`src/rtl/csb_cfg.svh`:
```
// offsets, field positions and reset values of the core status bank
`ifndef CSB_CFG_SVH
`define CSB_CFG_SVH

// ====================================================================
// register indices (byte address on the bus is four times the index)
`define CSB_IDX_INDIRECT_PORT 8'h80
`define CSB_IDX_OPTION_CONTROL 8'h81
`define CSB_IDX_PC_LOW 8'h82
`define CSB_IDX_ARITH_RESET_FLAGS 8'h83
`define CSB_IDX_INDIRECT_POINTER 8'h84
`define CSB_IDX_PORT_A_DIRECTION 8'h85
`define CSB_IDX_PORT_B_DIRECTION 8'h86
`define CSB_IDX_PC_HIGH_LATCH 8'h8A
`define CSB_IDX_INTERRUPT_CONTROL 8'h8B
`define CSB_IDX_PERIPH_INT_ENABLE 8'h8C
`define CSB_IDX_RESET_CAUSE_FLAGS 8'h8E
`define CSB_IDX_EEPROM_SERIAL_IF 8'h90
`define CSB_IDX_VREF_CONTROL 8'h9F
// bank-0 mirror of the status register as a data-memory address
`define CSB_STATUS_MIRROR_ADDR 9'h003
// upper index bits shared by every bank-1 entry
`define CSB_BANK1_TAG 3'b100

// ====================================================================
// status register fields
`define CSB_ST_CARRY 0
`define CSB_ST_NIBBLE 1
`define CSB_ST_ZERO 2
`define CSB_ST_SLEEP 3
`define CSB_ST_WDT 4
`define CSB_ST_BANK_LOW 5
`define CSB_ST_BANK_HIGH 6
`define CSB_ST_INDIRECT_BANK 7
// reset-cause fields
`define CSB_RC_POWER_ON 1
`define CSB_RC_BROWN_OUT 0

// ====================================================================
// reset values and writable masks
`define CSB_RST_STATUS_POR 8'h18
`define CSB_RST_OPTION 8'hFF
`define CSB_RST_PORT_A_DIR 8'h1F
`define CSB_RST_PORT_B_DIR 8'hFF
`define CSB_RST_EEPROM_IF 8'h07
`define CSB_RST_ZERO 8'h00
`define CSB_MASK_FULL 8'hFF
`define CSB_MASK_PORT_A_DIR 8'h1F
`define CSB_MASK_PC_HIGH 8'h1F
`define CSB_MASK_PERIPH_INT 8'h40
`define CSB_MASK_RESET_CAUSE 8'h03
`define CSB_MASK_EEPROM_IF 8'h07
`define CSB_MASK_VREF 8'hEF

// ====================================================================
// bus answer codes
`define CSB_RESP_OKAY 2'b00
`define CSB_AXI_ADDR_W 10

`endif

```
`src/rtl/csb_pkg.sv`:
```
// types shared by the core status bank
package csb_pkg;
    // ================================================================
    // flag-affecting operation reported by the instruction datapath
    typedef enum logic [2:0] {
        CSB_ALU_ADD,
        CSB_ALU_SUB,
        CSB_ALU_LOGIC,
        CSB_ALU_ROT_LEFT,
        CSB_ALU_ROT_RIGHT
    } csb_alu_op_t;
endpackage

```
`src/rtl/csb_core_status_sfr_bank.sv`:
```
// core special-function register bank with arithmetic and reset status
// What this block does
// - status register is a normal write destination
// - flag-affecting instruction blocks data write to flags
// - watchdog and sleep flags ignore writes
// - status reachable at 03h and 83h
// - bank-select bits pick the 128-byte bank
// - watchdog flag set by power-up, kick, sleep
// - sleep flag set by power-up, kick; sleep clears
// - zero flag follows result equal zero
// - nibble flag is carry from bit three
// - carry from top bit, subtraction adds complement
// - rotates load carry with shifted-out bit
// - unimplemented locations and bits read zero
// - power-on and other resets differ
`timescale 1ns/1ns
`include "csb_cfg.svh"

module csb_core_status_sfr_bank
    import csb_pkg::*;
(
    // clock and reset
    input wire logic aclk,
    input wire logic aresetn,
    // reset cause, valid while aresetn is low
    input wire logic rst_cause_power_on,
    input wire logic rst_cause_brown_out,
    input wire logic rst_cause_watchdog,
    // watchdog and sleep events from the datapath
    input wire logic watchdog_kick_instr,
    input wire logic sleep_instr,
    input wire logic wdt_timeout,
    // datapath register access
    input wire logic [6:0] cpu_addr,
    input wire logic cpu_indirect,
    input wire logic cpu_wr,
    input wire logic [7:0] cpu_wdata,
    output logic [8:0] cpu_eff_addr,
    output logic [7:0] cpu_rdata,
    // datapath flag update
    input wire logic alu_valid,
    input wire csb_alu_op_t alu_op,
    input wire logic [7:0] alu_a,
    input wire logic [7:0] alu_b,
    // register contents toward the core
    output logic [7:0] arith_reset_flags,
    output logic [7:0] indirect_pointer,
    output logic [7:0] option_control,
    output logic [7:0] program_counter_high_latch,
    output logic [7:0] reset_cause_flags,
    // axi4-lite write address and data
    input wire logic [`CSB_AXI_ADDR_W-1:0] s_axi_awaddr,
    input wire logic s_axi_awvalid,
    output logic s_axi_awready,
    input wire logic [31:0] s_axi_wdata,
    input wire logic [3:0] s_axi_wstrb,
    input wire logic s_axi_wvalid,
    output logic s_axi_wready,
    // axi4-lite write response
    output logic [1:0] s_axi_bresp,
    output logic s_axi_bvalid,
    input wire logic s_axi_bready,
    // axi4-lite read
    input wire logic [`CSB_AXI_ADDR_W-1:0] s_axi_araddr,
    input wire logic s_axi_arvalid,
    output logic s_axi_arready,
    output logic [31:0] s_axi_rdata,
    output logic [1:0] s_axi_rresp,
    output logic s_axi_rvalid,
    input wire logic s_axi_rready
);

    // ================================================================
    // storage
    logic [7:0] sfr [32];
    logic [7:0] status;
    logic [`CSB_AXI_ADDR_W-1:0] aw_addr;
    logic [7:0] w_byte;
    logic w_lane;

    // writable bits per entry; zero marks an unimplemented location or the status entry
    function automatic logic [7:0] wmask(input logic [4:0] i);
        unique case ({`CSB_BANK1_TAG, i})
            `CSB_IDX_OPTION_CONTROL: wmask = `CSB_MASK_FULL;
            `CSB_IDX_PC_LOW: wmask = `CSB_MASK_FULL;
            `CSB_IDX_INDIRECT_POINTER: wmask = `CSB_MASK_FULL;
            `CSB_IDX_PORT_A_DIRECTION: wmask = `CSB_MASK_PORT_A_DIR;
            `CSB_IDX_PORT_B_DIRECTION: wmask = `CSB_MASK_FULL;
            `CSB_IDX_PC_HIGH_LATCH: wmask = `CSB_MASK_PC_HIGH;
            `CSB_IDX_INTERRUPT_CONTROL: wmask = `CSB_MASK_FULL;
            `CSB_IDX_PERIPH_INT_ENABLE: wmask = `CSB_MASK_PERIPH_INT;
            `CSB_IDX_RESET_CAUSE_FLAGS: wmask = `CSB_MASK_RESET_CAUSE;
            `CSB_IDX_EEPROM_SERIAL_IF: wmask = `CSB_MASK_EEPROM_IF;
            `CSB_IDX_VREF_CONTROL: wmask = `CSB_MASK_VREF;
            default: wmask = `CSB_RST_ZERO;
        endcase
    endfunction

    function automatic logic [7:0] rst_val(input logic [4:0] i);
        unique case ({`CSB_BANK1_TAG, i})
            `CSB_IDX_OPTION_CONTROL: rst_val = `CSB_RST_OPTION;
            `CSB_IDX_PORT_A_DIRECTION: rst_val = `CSB_RST_PORT_A_DIR;
            `CSB_IDX_PORT_B_DIRECTION: rst_val = `CSB_RST_PORT_B_DIR;
            `CSB_IDX_EEPROM_SERIAL_IF: rst_val = `CSB_RST_EEPROM_IF;
            default: rst_val = `CSB_RST_ZERO;
        endcase
    endfunction

    function automatic logic [7:0] rd_val(input logic [4:0] i);
        if ({`CSB_BANK1_TAG, i} == `CSB_IDX_ARITH_RESET_FLAGS) begin
            rd_val = status;
        end else begin
            rd_val = sfr[i] & wmask(i);
        end
    endfunction

    // ================================================================
    // address decode and write arbitration
    logic [8:0] eff;
    logic cpu_hit;
    logic [4:0] axi_rd_idx;
    logic axi_rd_hit;
    logic do_axi_write;
    logic wr_en;
    logic [4:0] wr_idx;
    logic [7:0] wr_data;
    logic wr_status;
    logic [8:0] add_sum;
    logic [4:0] add_nib;

    always_comb begin
        if (cpu_indirect) begin
            eff = {status[`CSB_ST_INDIRECT_BANK], indirect_pointer};
        end else begin
            eff = {status[`CSB_ST_BANK_HIGH:`CSB_ST_BANK_LOW], cpu_addr};
        end
    end

    // bank-1 window and bank-0 status mirror
    assign cpu_hit = (eff[8:5] == {1'b0, `CSB_BANK1_TAG}) ||
                     (eff == `CSB_STATUS_MIRROR_ADDR);
    assign axi_rd_idx = s_axi_araddr[6:2];
    assign axi_rd_hit = (s_axi_araddr[9:7] == `CSB_BANK1_TAG);
    // a bus write waits while the datapath writes
    assign do_axi_write = !s_axi_awready && !s_axi_wready &&
                          !s_axi_bvalid && !cpu_wr;

    always_comb begin
        wr_en = 1'b0;
        wr_idx = eff[4:0];
        wr_data = cpu_wdata;
        if (cpu_wr && cpu_hit) begin
            wr_en = 1'b1;
        end else if (do_axi_write) begin
            wr_en = (aw_addr[9:7] == `CSB_BANK1_TAG) && w_lane;
            wr_idx = aw_addr[6:2];
            wr_data = w_byte;
        end
    end
    assign wr_status = wr_en &&
        ({`CSB_BANK1_TAG, wr_idx} == `CSB_IDX_ARITH_RESET_FLAGS);

    // ================================================================
    // plain registers, with power-on and other reset values
    always_ff @(posedge aclk) begin
        if (!aresetn) begin
            for (int i = 0; i < 32; i++) begin
                if (rst_cause_power_on) begin
                    sfr[i] <= rst_val(5'(i));
                end else if ({`CSB_BANK1_TAG, 5'(i)} ==
                             `CSB_IDX_INTERRUPT_CONTROL) begin
                    sfr[i] <= {7'h00, sfr[i][0]};
                end else if ({`CSB_BANK1_TAG, 5'(i)} ==
                             `CSB_IDX_RESET_CAUSE_FLAGS) begin
                    sfr[i][7:2] <= 6'h00;
                    sfr[i][`CSB_RC_BROWN_OUT] <= rst_cause_brown_out ?
                        1'b0 : sfr[i][`CSB_RC_BROWN_OUT];
                end else if ({`CSB_BANK1_TAG, 5'(i)} !=
                             `CSB_IDX_INDIRECT_POINTER) begin
                    sfr[i] <= rst_val(5'(i));
                end
            end
        end else if (wr_en && !wr_status) begin
            sfr[wr_idx] <= (sfr[wr_idx] & ~wmask(wr_idx)) |
                           (wr_data & wmask(wr_idx));
        end
    end

    // ================================================================
    // arithmetic and reset status
    assign add_sum = (alu_op == CSB_ALU_SUB) ?
        {1'b0, alu_a} + {1'b0, ~alu_b} + 9'h001 :
        {1'b0, alu_a} + {1'b0, alu_b};
    assign add_nib = (alu_op == CSB_ALU_SUB) ?
        {1'b0, alu_a[3:0]} + {1'b0, ~alu_b[3:0]} + 5'h01 :
        {1'b0, alu_a[3:0]} + {1'b0, alu_b[3:0]};

    always_ff @(posedge aclk) begin
        if (!aresetn) begin
            if (rst_cause_power_on) begin
                status <= `CSB_RST_STATUS_POR;
            end else begin
                status[7:5] <= 3'b000;
                if (rst_cause_watchdog) begin
                    status[`CSB_ST_WDT] <= 1'b0;
                end
            end
        end else begin
            if (wr_status) begin
                // bank bits are software's; reserved ones kept clear by it
                status[7:5] <= wr_data[7:5];
                if (!(cpu_wr && alu_valid)) begin
                    status[2:0] <= wr_data[2:0];
                end
            end
            // sleep and watchdog flags take no data write
            if (watchdog_kick_instr || sleep_instr) begin
                status[`CSB_ST_WDT] <= 1'b1;
            end else if (wdt_timeout) begin
                status[`CSB_ST_WDT] <= 1'b0;
            end
            if (watchdog_kick_instr) begin
                status[`CSB_ST_SLEEP] <= 1'b1;
            end else if (sleep_instr) begin
                status[`CSB_ST_SLEEP] <= 1'b0;
            end
            if (alu_valid) begin
                unique case (alu_op)
                    CSB_ALU_ADD, CSB_ALU_SUB: begin
                        status[`CSB_ST_ZERO] <= add_sum[7:0] == 8'h00;
                        status[`CSB_ST_NIBBLE] <= add_nib[4];
                        status[`CSB_ST_CARRY] <= add_sum[8];
                    end
                    CSB_ALU_LOGIC: begin
                        status[`CSB_ST_ZERO] <= alu_a == 8'h00;
                    end
                    CSB_ALU_ROT_LEFT: begin
                        status[`CSB_ST_CARRY] <= alu_a[7];
                    end
                    CSB_ALU_ROT_RIGHT: begin
                        status[`CSB_ST_CARRY] <= alu_a[0];
                    end
                endcase
            end
        end
    end

    // ================================================================
    // datapath read and effective address
    always_ff @(posedge aclk) begin
        if (!aresetn) begin
            cpu_eff_addr <= 9'h000;
            cpu_rdata <= 8'h00;
        end else begin
            cpu_eff_addr <= eff;
            cpu_rdata <= cpu_hit ? rd_val(eff[4:0]) : 8'h00;
        end
    end

    assign arith_reset_flags = status;
    assign indirect_pointer = sfr[5'(`CSB_IDX_INDIRECT_POINTER)];
    assign option_control = sfr[5'(`CSB_IDX_OPTION_CONTROL)];
    assign program_counter_high_latch = sfr[5'(`CSB_IDX_PC_HIGH_LATCH)];
    assign reset_cause_flags = sfr[5'(`CSB_IDX_RESET_CAUSE_FLAGS)];

    // ================================================================
    // axi4-lite write channel
    always_ff @(posedge aclk) begin
        if (!aresetn) begin
            s_axi_awready <= 1'b1;
            aw_addr <= '0;
        end else if (s_axi_awready && s_axi_awvalid) begin
            s_axi_awready <= 1'b0;
            aw_addr <= s_axi_awaddr;
        end else if (do_axi_write) begin
            s_axi_awready <= 1'b1;
        end
    end

    always_ff @(posedge aclk) begin
        if (!aresetn) begin
            s_axi_wready <= 1'b1;
            w_byte <= 8'h00;
            w_lane <= 1'b0;
        end else if (s_axi_wready && s_axi_wvalid) begin
            s_axi_wready <= 1'b0;
            w_byte <= s_axi_wdata[7:0];
            w_lane <= s_axi_wstrb[0];
        end else if (do_axi_write) begin
            s_axi_wready <= 1'b1;
        end
    end

    always_ff @(posedge aclk) begin
        if (!aresetn) begin
            s_axi_bvalid <= 1'b0;
        end else if (do_axi_write) begin
            s_axi_bvalid <= 1'b1;
        end else if (s_axi_bready) begin
            s_axi_bvalid <= 1'b0;
        end
    end
    assign s_axi_bresp = `CSB_RESP_OKAY;

    // ================================================================
    // axi4-lite read channel
    always_ff @(posedge aclk) begin
        if (!aresetn) begin
            s_axi_arready <= 1'b1;
            s_axi_rvalid <= 1'b0;
            s_axi_rdata <= 32'h0000_0000;
        end else if (s_axi_arready && s_axi_arvalid) begin
            s_axi_arready <= 1'b0;
            s_axi_rvalid <= 1'b1;
            s_axi_rdata <= {24'h00_0000, axi_rd_hit ?
                rd_val(axi_rd_idx) : 8'h00};
        end else if (s_axi_rvalid && s_axi_rready) begin
            s_axi_rvalid <= 1'b0;
            s_axi_arready <= 1'b1;
        end
    end
    assign s_axi_rresp = `CSB_RESP_OKAY;

    // ================================================================
    // checks
    logic [8:0] chk_sum;
    logic [4:0] chk_nib;
    assign chk_sum = 9'(alu_a) + 9'(alu_b);
    assign chk_nib = 5'(alu_a[3:0]) + 5'(alu_b[3:0]);
endmodule // csb_core_status_sfr_bank

```
`config.mk`:
```
export PLATFORM = sky130hd
export DESIGN_NAME = csb_core_status_sfr_bank
export DESIGN_NICKNAME = d
export VERILOG_FILES = /design/src/rtl/csb_pkg.sv /design/src/rtl/csb_core_status_sfr_bank.sv
export VERILOG_INCLUDE_DIRS = /design/src /design/src/rtl
export SDC_FILE = /design/constraint.sdc
export NUM_CORES = 1
export LEC_CHECK = 0
export BUFFER_PORTS_ARGS = -buffer_cell sky130_fd_sc_hd__buf_4
export CAP_MARGIN = 20
export CORE_MARGIN = 4
export CORE_UTILIZATION = 40
export CTS_CLUSTER_DIAMETER = 150
export DETAILED_ROUTE_END_ITERATION = 7
export HOLD_SLACK_MARGIN = 0.02
export PLACE_DENSITY_LB_ADDON = 0.2
export SYNTH_ARGS = -nofsm -noshare
export SYNTH_HDL_FRONTEND = slang
export SYNTH_SLANG_ARGS = --single-unit
```
`constraint.sdc`:
```
create_clock -name aclk -period 3.3 [get_ports aclk]
set_input_delay 0.825 -clock aclk [delete_from_list [all_inputs] [get_ports aclk]]
set_output_delay 0.825 -clock aclk [all_outputs]
set_load 0.02 [all_outputs]
```
Word level (Yosys, flattened, before mapping)

Memories as Yosys holds them, arrays and structs flattened.
Index checks and enable logic that the tools add are counted.

Register bits: 57
Latch bits: 0
Bits in writable memories: 256
ROM bits: 0
Output and inout bits: 98
Word-level logic and storage cells: 261
Memories kept: 1

Memory list:

| memory | depth | width | rd ports | clocked after memory_dff | wr ports | line                           | source |
|---|---|---|---|---|---|---|---|
| sfr    | 32    | 8     | 7        | 0                        | 32       | csb_core_status_sfr_bank.sv:75 | `logic [7:0] sfr [32];` |

Add/sub/neg operators: 6
Multipliers: 0
Divide/modulo/power cells: 0
Magnitude comparators: 0
Equality and inequality tests: 49
Shifts and indexed selects: 0
Multiplexer cells: 108
Bitwise operators: 41
Reduce and logical (&&, ||, !) cells: 41

Operator list:

| kind                                                                  | number |
|---|---|
| 8-bit two-way mux                                                     | 59 |
| 8-bit case mux with 6 select lines                                    | 3 |
| 5-bit by 4-bit equality test with 1-bit output, second input constant | 12 |
| 5-bit by 3-bit equality test with 1-bit output, second input constant | 9 |
| 1-bit bitwise OR                                                      | 33 |
| 8-bit bitwise AND                                                     | 4 |
| 1-bit two-way mux                                                     | 31 |
| 5-bit by 2-bit equality test with 1-bit output, second input constant | 6 |
| 5-bit equality test, second input constant                            | 6 |
| 5-bit two-way mux                                                     | 4 |
| 8-bit by 8-bit adder with 9-bit output                                | 2 |
| 9-bit two-way mux                                                     | 2 |
| 8-bit zero test                                                       | 2 |
| 8-bit NOT                                                             | 2 |
| 5-bit by 1-bit equality test with 1-bit output, second input constant | 3 |
| 5-bit OR reduction                                                    | 3 |
| 1-bit logical AND                                                     | 12 |
| 3-bit two-way mux                                                     | 4 |
| 4-bit by 4-bit adder with 5-bit output                                | 2 |
| 2-bit AND reduction                                                   | 5 |
| 2-bit nonzero test                                                    | 5 |
| 9-bit by 1-bit adder with 9-bit output, second input constant         | 1 |
| 3-bit equality test, second input constant                            | 3 |
| 9-bit by 2-bit equality test with 1-bit output, second input constant | 1 |
| 21 further kinds                                                      | 31 |

Longest topological paths before layout

Word-level depth: 16
Gate-level depth with buffers: 13

Least setup slack after synthesis

OpenSTA, ideal clock, no wires.

Path type: in2reg
From: input cpu_addr[3]
To: memory sfr[0][0], enable pin
Data arrival time: 3107 ps
Setup slack: -136 ps
Stages on the path: 9
Path buffers: 2
Path through: buf_1 o41ai_1 nor4b_1 a22oi_1 nand2b_1 clkbuf_1 nor2_1 nand2_1 nand2_1

RTL lines:

| item               | line                           | source |
|---|---|---|
| start: declaration | csb_core_status_sfr_bank.sv:34 | `input wire logic [6:0] cpu_addr,` |
| end: declaration   | csb_core_status_sfr_bank.sv:75 |  |

==> results.cfg <==
[run_status]
status = finished, violations left
violations = setup timing

[clocking]
tritoncts = built
cts_root_buffer = clkbuf_16
cts_htree_levels = 2
cts_buffers = 35
clk_latency_ps = 560
hold_buffers = 0
clkTransAtPathRegs_ps = 60
clock_sinks = 311
clk_path_buf_depth = 3

[min_path]
whs_endpoint = aw_addr[9]$_SDFFE_PN0P_
worstHoldPathCells = 2
min_from = aw_addr[9]$_SDFFE_PN0P_
hp-class = register to register

[timing]
max_freq_mhz = 301
clock_skew_ps = 24.9
relSlewSlack_pct = 50.4
rsz0062_at_grt = true
holdWs_ps = 462
hold_viol = 0
post-route-worst-setup-slack_ps = -23.5
fin_crit_sh_pct = 101
setup_viol = 32
slew_viol_final = 0
fin_crit_ps = 3320
worst_slew_pin_slew_ps = 744

[yosys]
synth-seq-cells = 311
yosysTopAreaCell = edfxtp_1
async_flop_share_pct = 0
synth.distinct_cells = 80
synth_top_area_share_pct = 41.0
synthesis.area_mm2 = 0.0193
synthFlopType = edfxtp_1
syn_inst = 1931
synthTopCellsByArea = edfxtp_1, mux4_2, mux2i_1
synth_edf_count = 264
yosysSeqAreaShare_pct = 45.9
avgSynthCellArea_um2 = 10.0
yosysWarnings = 0

[floorplanning]
start_util_pct = 40.5
die_area_mm2 = 0.0519
core_region_area_mm2 = 0.0477
rows = 80
io_pins = 204
die_width_um = 228
fp.dieH_um = 228

[drt]
drt_wl_total_mm = 86.4
wl_met3_mm = 10.2
firstDrtPassIters = 8
drc_errors = 0
routed.top_layer = met5
wl_met1_mm = 33.8
wl_met2_mm = 37.9
drt_iter0_markers = 2624
dr_total_vias = 18600
post_drt_wl_per_cell_um = 28.8
ant_nets = 0
routed_via_density = 6.19

[global_route]
antenna_found_initial = 3
grt.overflow.total = 0
grt_first_pass_wirelength_mm = 122
globalRouteTotalUtil_pct = 31.4
grt_max_degree = 51
first_global_vias = 17800

[placement]
dp_cells = 2915
portBuffers = 144
placed_cell_area_mm2 = 0.0238
gp_congestion = 1.05
hpwlAfterDp_mm = 64.9

[job]
cap_violations = 0

[worst_setup_path]
crit_fanout = 11
end_kind = register
cp_data_arrival_time_ps = 3620
rrSetupSlack_ps = -20
r2r_cells = 11
worstSetupPathType = register to register
reg2reg_from = s_axi_wready$_SDFFE_PN1P_
required_ps = 3600
start_kind = register
reg2reg_to = sfr[15][5]$_SDFFCE_PN0P_

[power_and_ir_drop]
power_density_mw_per_mm2 = 450
vdd_drop_max_mv = 0.278
p_leak_uw = 0.0101

[cells_and_area]
fill_cells = 4279
finalNetCount = 2486
areaGrowthSynthToFinish_pct = 31.6
drive_gt1_share_pct = 31.0
final_cell_count_no_fill = 3002
postLayoutCellArea_mm2 = 0.0254
## worst max path at each step
stage,startpoint,endpoint,slack (ps),cells after the start
2_1_floorplan,cpu_wr,sfr[1][4]$_SDFFCE_PN1P_,-40,12
3_3_place_gp,cpu_wr,sfr[14][5]$_SDFFCE_PN0P_,-790,11
3_5_place_dp,cpu_wr,sfr[14][5]$_SDFFCE_PN0P_,-810,11
4_1_cts,s_axi_wready$_SDFFE_PN1P_,sfr[27][7]$_SDFFCE_PN0P_,5,14
5_1_grt,s_axi_wready$_SDFFE_PN1P_,sfr[16][5]$_SDFFCE_PN0P_,-50,10
6_report,s_axi_wready$_SDFFE_PN1P_,sfr[15][5]$_SDFFCE_PN0P_,-20,11
## layout by cell type (no fill, tap or decap), drive strengths merged, types with 7 or more instances in the layout
| master | count |
|---|---|
| nand2 | 318 |
| a32oi | 7 |
| and3 | 19 |
| a311oi | 24 |
| a21oi | 82 |
| buf | 528 |
| mux2 | 24 |
| nor4 | 7 |
| o21ai | 53 |
| conb | 36 |
| o31ai | 8 |
| a22oi | 11 |
| o211ai | 9 |
| ha | 16 |
| dfxtp | 47 |
| edfxtp | 264 |
| mux2i | 125 |
| a211oi | 13 |
| a221oi | 16 |
| a31oi | 19 |
| nor2b | 11 |
| inv | 23 |
| o22ai | 27 |
| clkbuf | 59 |
| nor2 | 316 |
| nor3 | 31 |
| nand3 | 78 |
| nand2b | 15 |
| mux4 | 79 |
## stage by stage
stage	setup slack, ps	total power, µW	setup TNS, ps	utilization (%)
4_1_cts	4.62	11100	0	52.3
6_report	-23.5	11400	-308	53.3
5_1_grt	-46.4	11700	-1700	53.2
3_5_place_dp	-809	7310	-226490	49.9
3_3_place_gp	-794	7290	-220220	49.9
2_1_floorplan	-38.5	5910	-555	-
## cell usage after synthesis, types with 6 or more instances
library cell,n
nand2_1,318
nor2_1,316
edfxtp_1,264
mux2i_1,125
a21oi_1,82
mux4_2,79
nand3_1,78
clkbuf_1,67
o21ai_0,52
buf_2,49
dfxtp_1,47
buf_4,34
nor3_1,30
o22ai_1,26
a311oi_1,24
mux2_2,21
inv_1,20
a31oi_1,19
and3_1,19
buf_1,19
ha_1,16
a221oi_1,15
nand2b_1,15
a211oi_1,12
a22oi_1,11
nor2b_1,11
o211ai_1,9
buf_6,8
a32oi_1,7
nor4_1,7
o31ai_1,7
a222oi_1,6
a32o_1,6
o21a_1,6
o2bb2ai_1,6
## power breakdown
part	total [µW]	leakage (µW)	internal, µW	switching (µW)
Sequential	4550	0.00302	4400	154
Combinational	3040	0.00658	1260	1780
Clock	3840	0.000538	2220	1610
## area by class of cell
class / count / area (µm²) / share of cell area, %
repair buffers: 535 / 4740 / 18.6
flip-flops and latches: 311 / 8870 / 34.9
clock inverters: 8 / 48.8 / 0.192
diodes: 2 / 5.00 / 0.0197
multi-input cells: 1458 / 9850 / 38.8
well taps: 615 / 769 / 3.03
clock buffers: 52 / 1060 / 4.16
inverters: 21 / 78.8 / 0.310
## state kept, by name, summed over array words and instances (netlist names)
name and count:
sfr 256, cpu_eff_addr 9, arith_reset_flags 8, aw_addr 8, cpu_rdata 8, s_axi_rdata 8
w_byte 8, s_axi_arready 1, s_axi_awready 1, s_axi_bvalid 1, s_axi_rvalid 1, s_axi_wready 1
w_lane 1
## per-layer routing
layer,vias to the layer above,GRT usage [%]
li1,7961,-
met4,4,13.0
met5,-,0
met3,256,8.48
met2,1276,48.0
met1,9097,42.5
## kinds of logic (layout without fill, tap and decap cells)
group / count (synthesis) / count (layout) / synth area share [%]
other cells: 1 / 38 / 0.0194
mux: 227 / 228 / 17.1
xor+xnor: 7 / 7 / 0.317
simple gates: 826 / 826 / 18.0
compound gates: 343 / 343 / 12.4
fa+ha+maj: 18 / 18 / 1.24
flops: 311 / 311 / 45.9
buf+inv: 198 / 616 / 5.13
## worst max-delay path: stages, from the launching register on
cell       delay [ps]
dfxtp_1           310
or4_4             620
mux2_4            420
buf_4             270
mux2i_1           290
o22ai_1           120
o21ai_1           300
nand3_2           160
o22ai_4           140
buf_12            150
clkbuf_16         200
nor2_1             60
## repair_timing
item,4_1_cts,5_1_grt
pin swaps,2,4
setup buffers,2,15
endpoints found under the setup margin,155,325
gates cloned,0,8
resized for setup,9,31
Power figures use the tool's default switching activity.
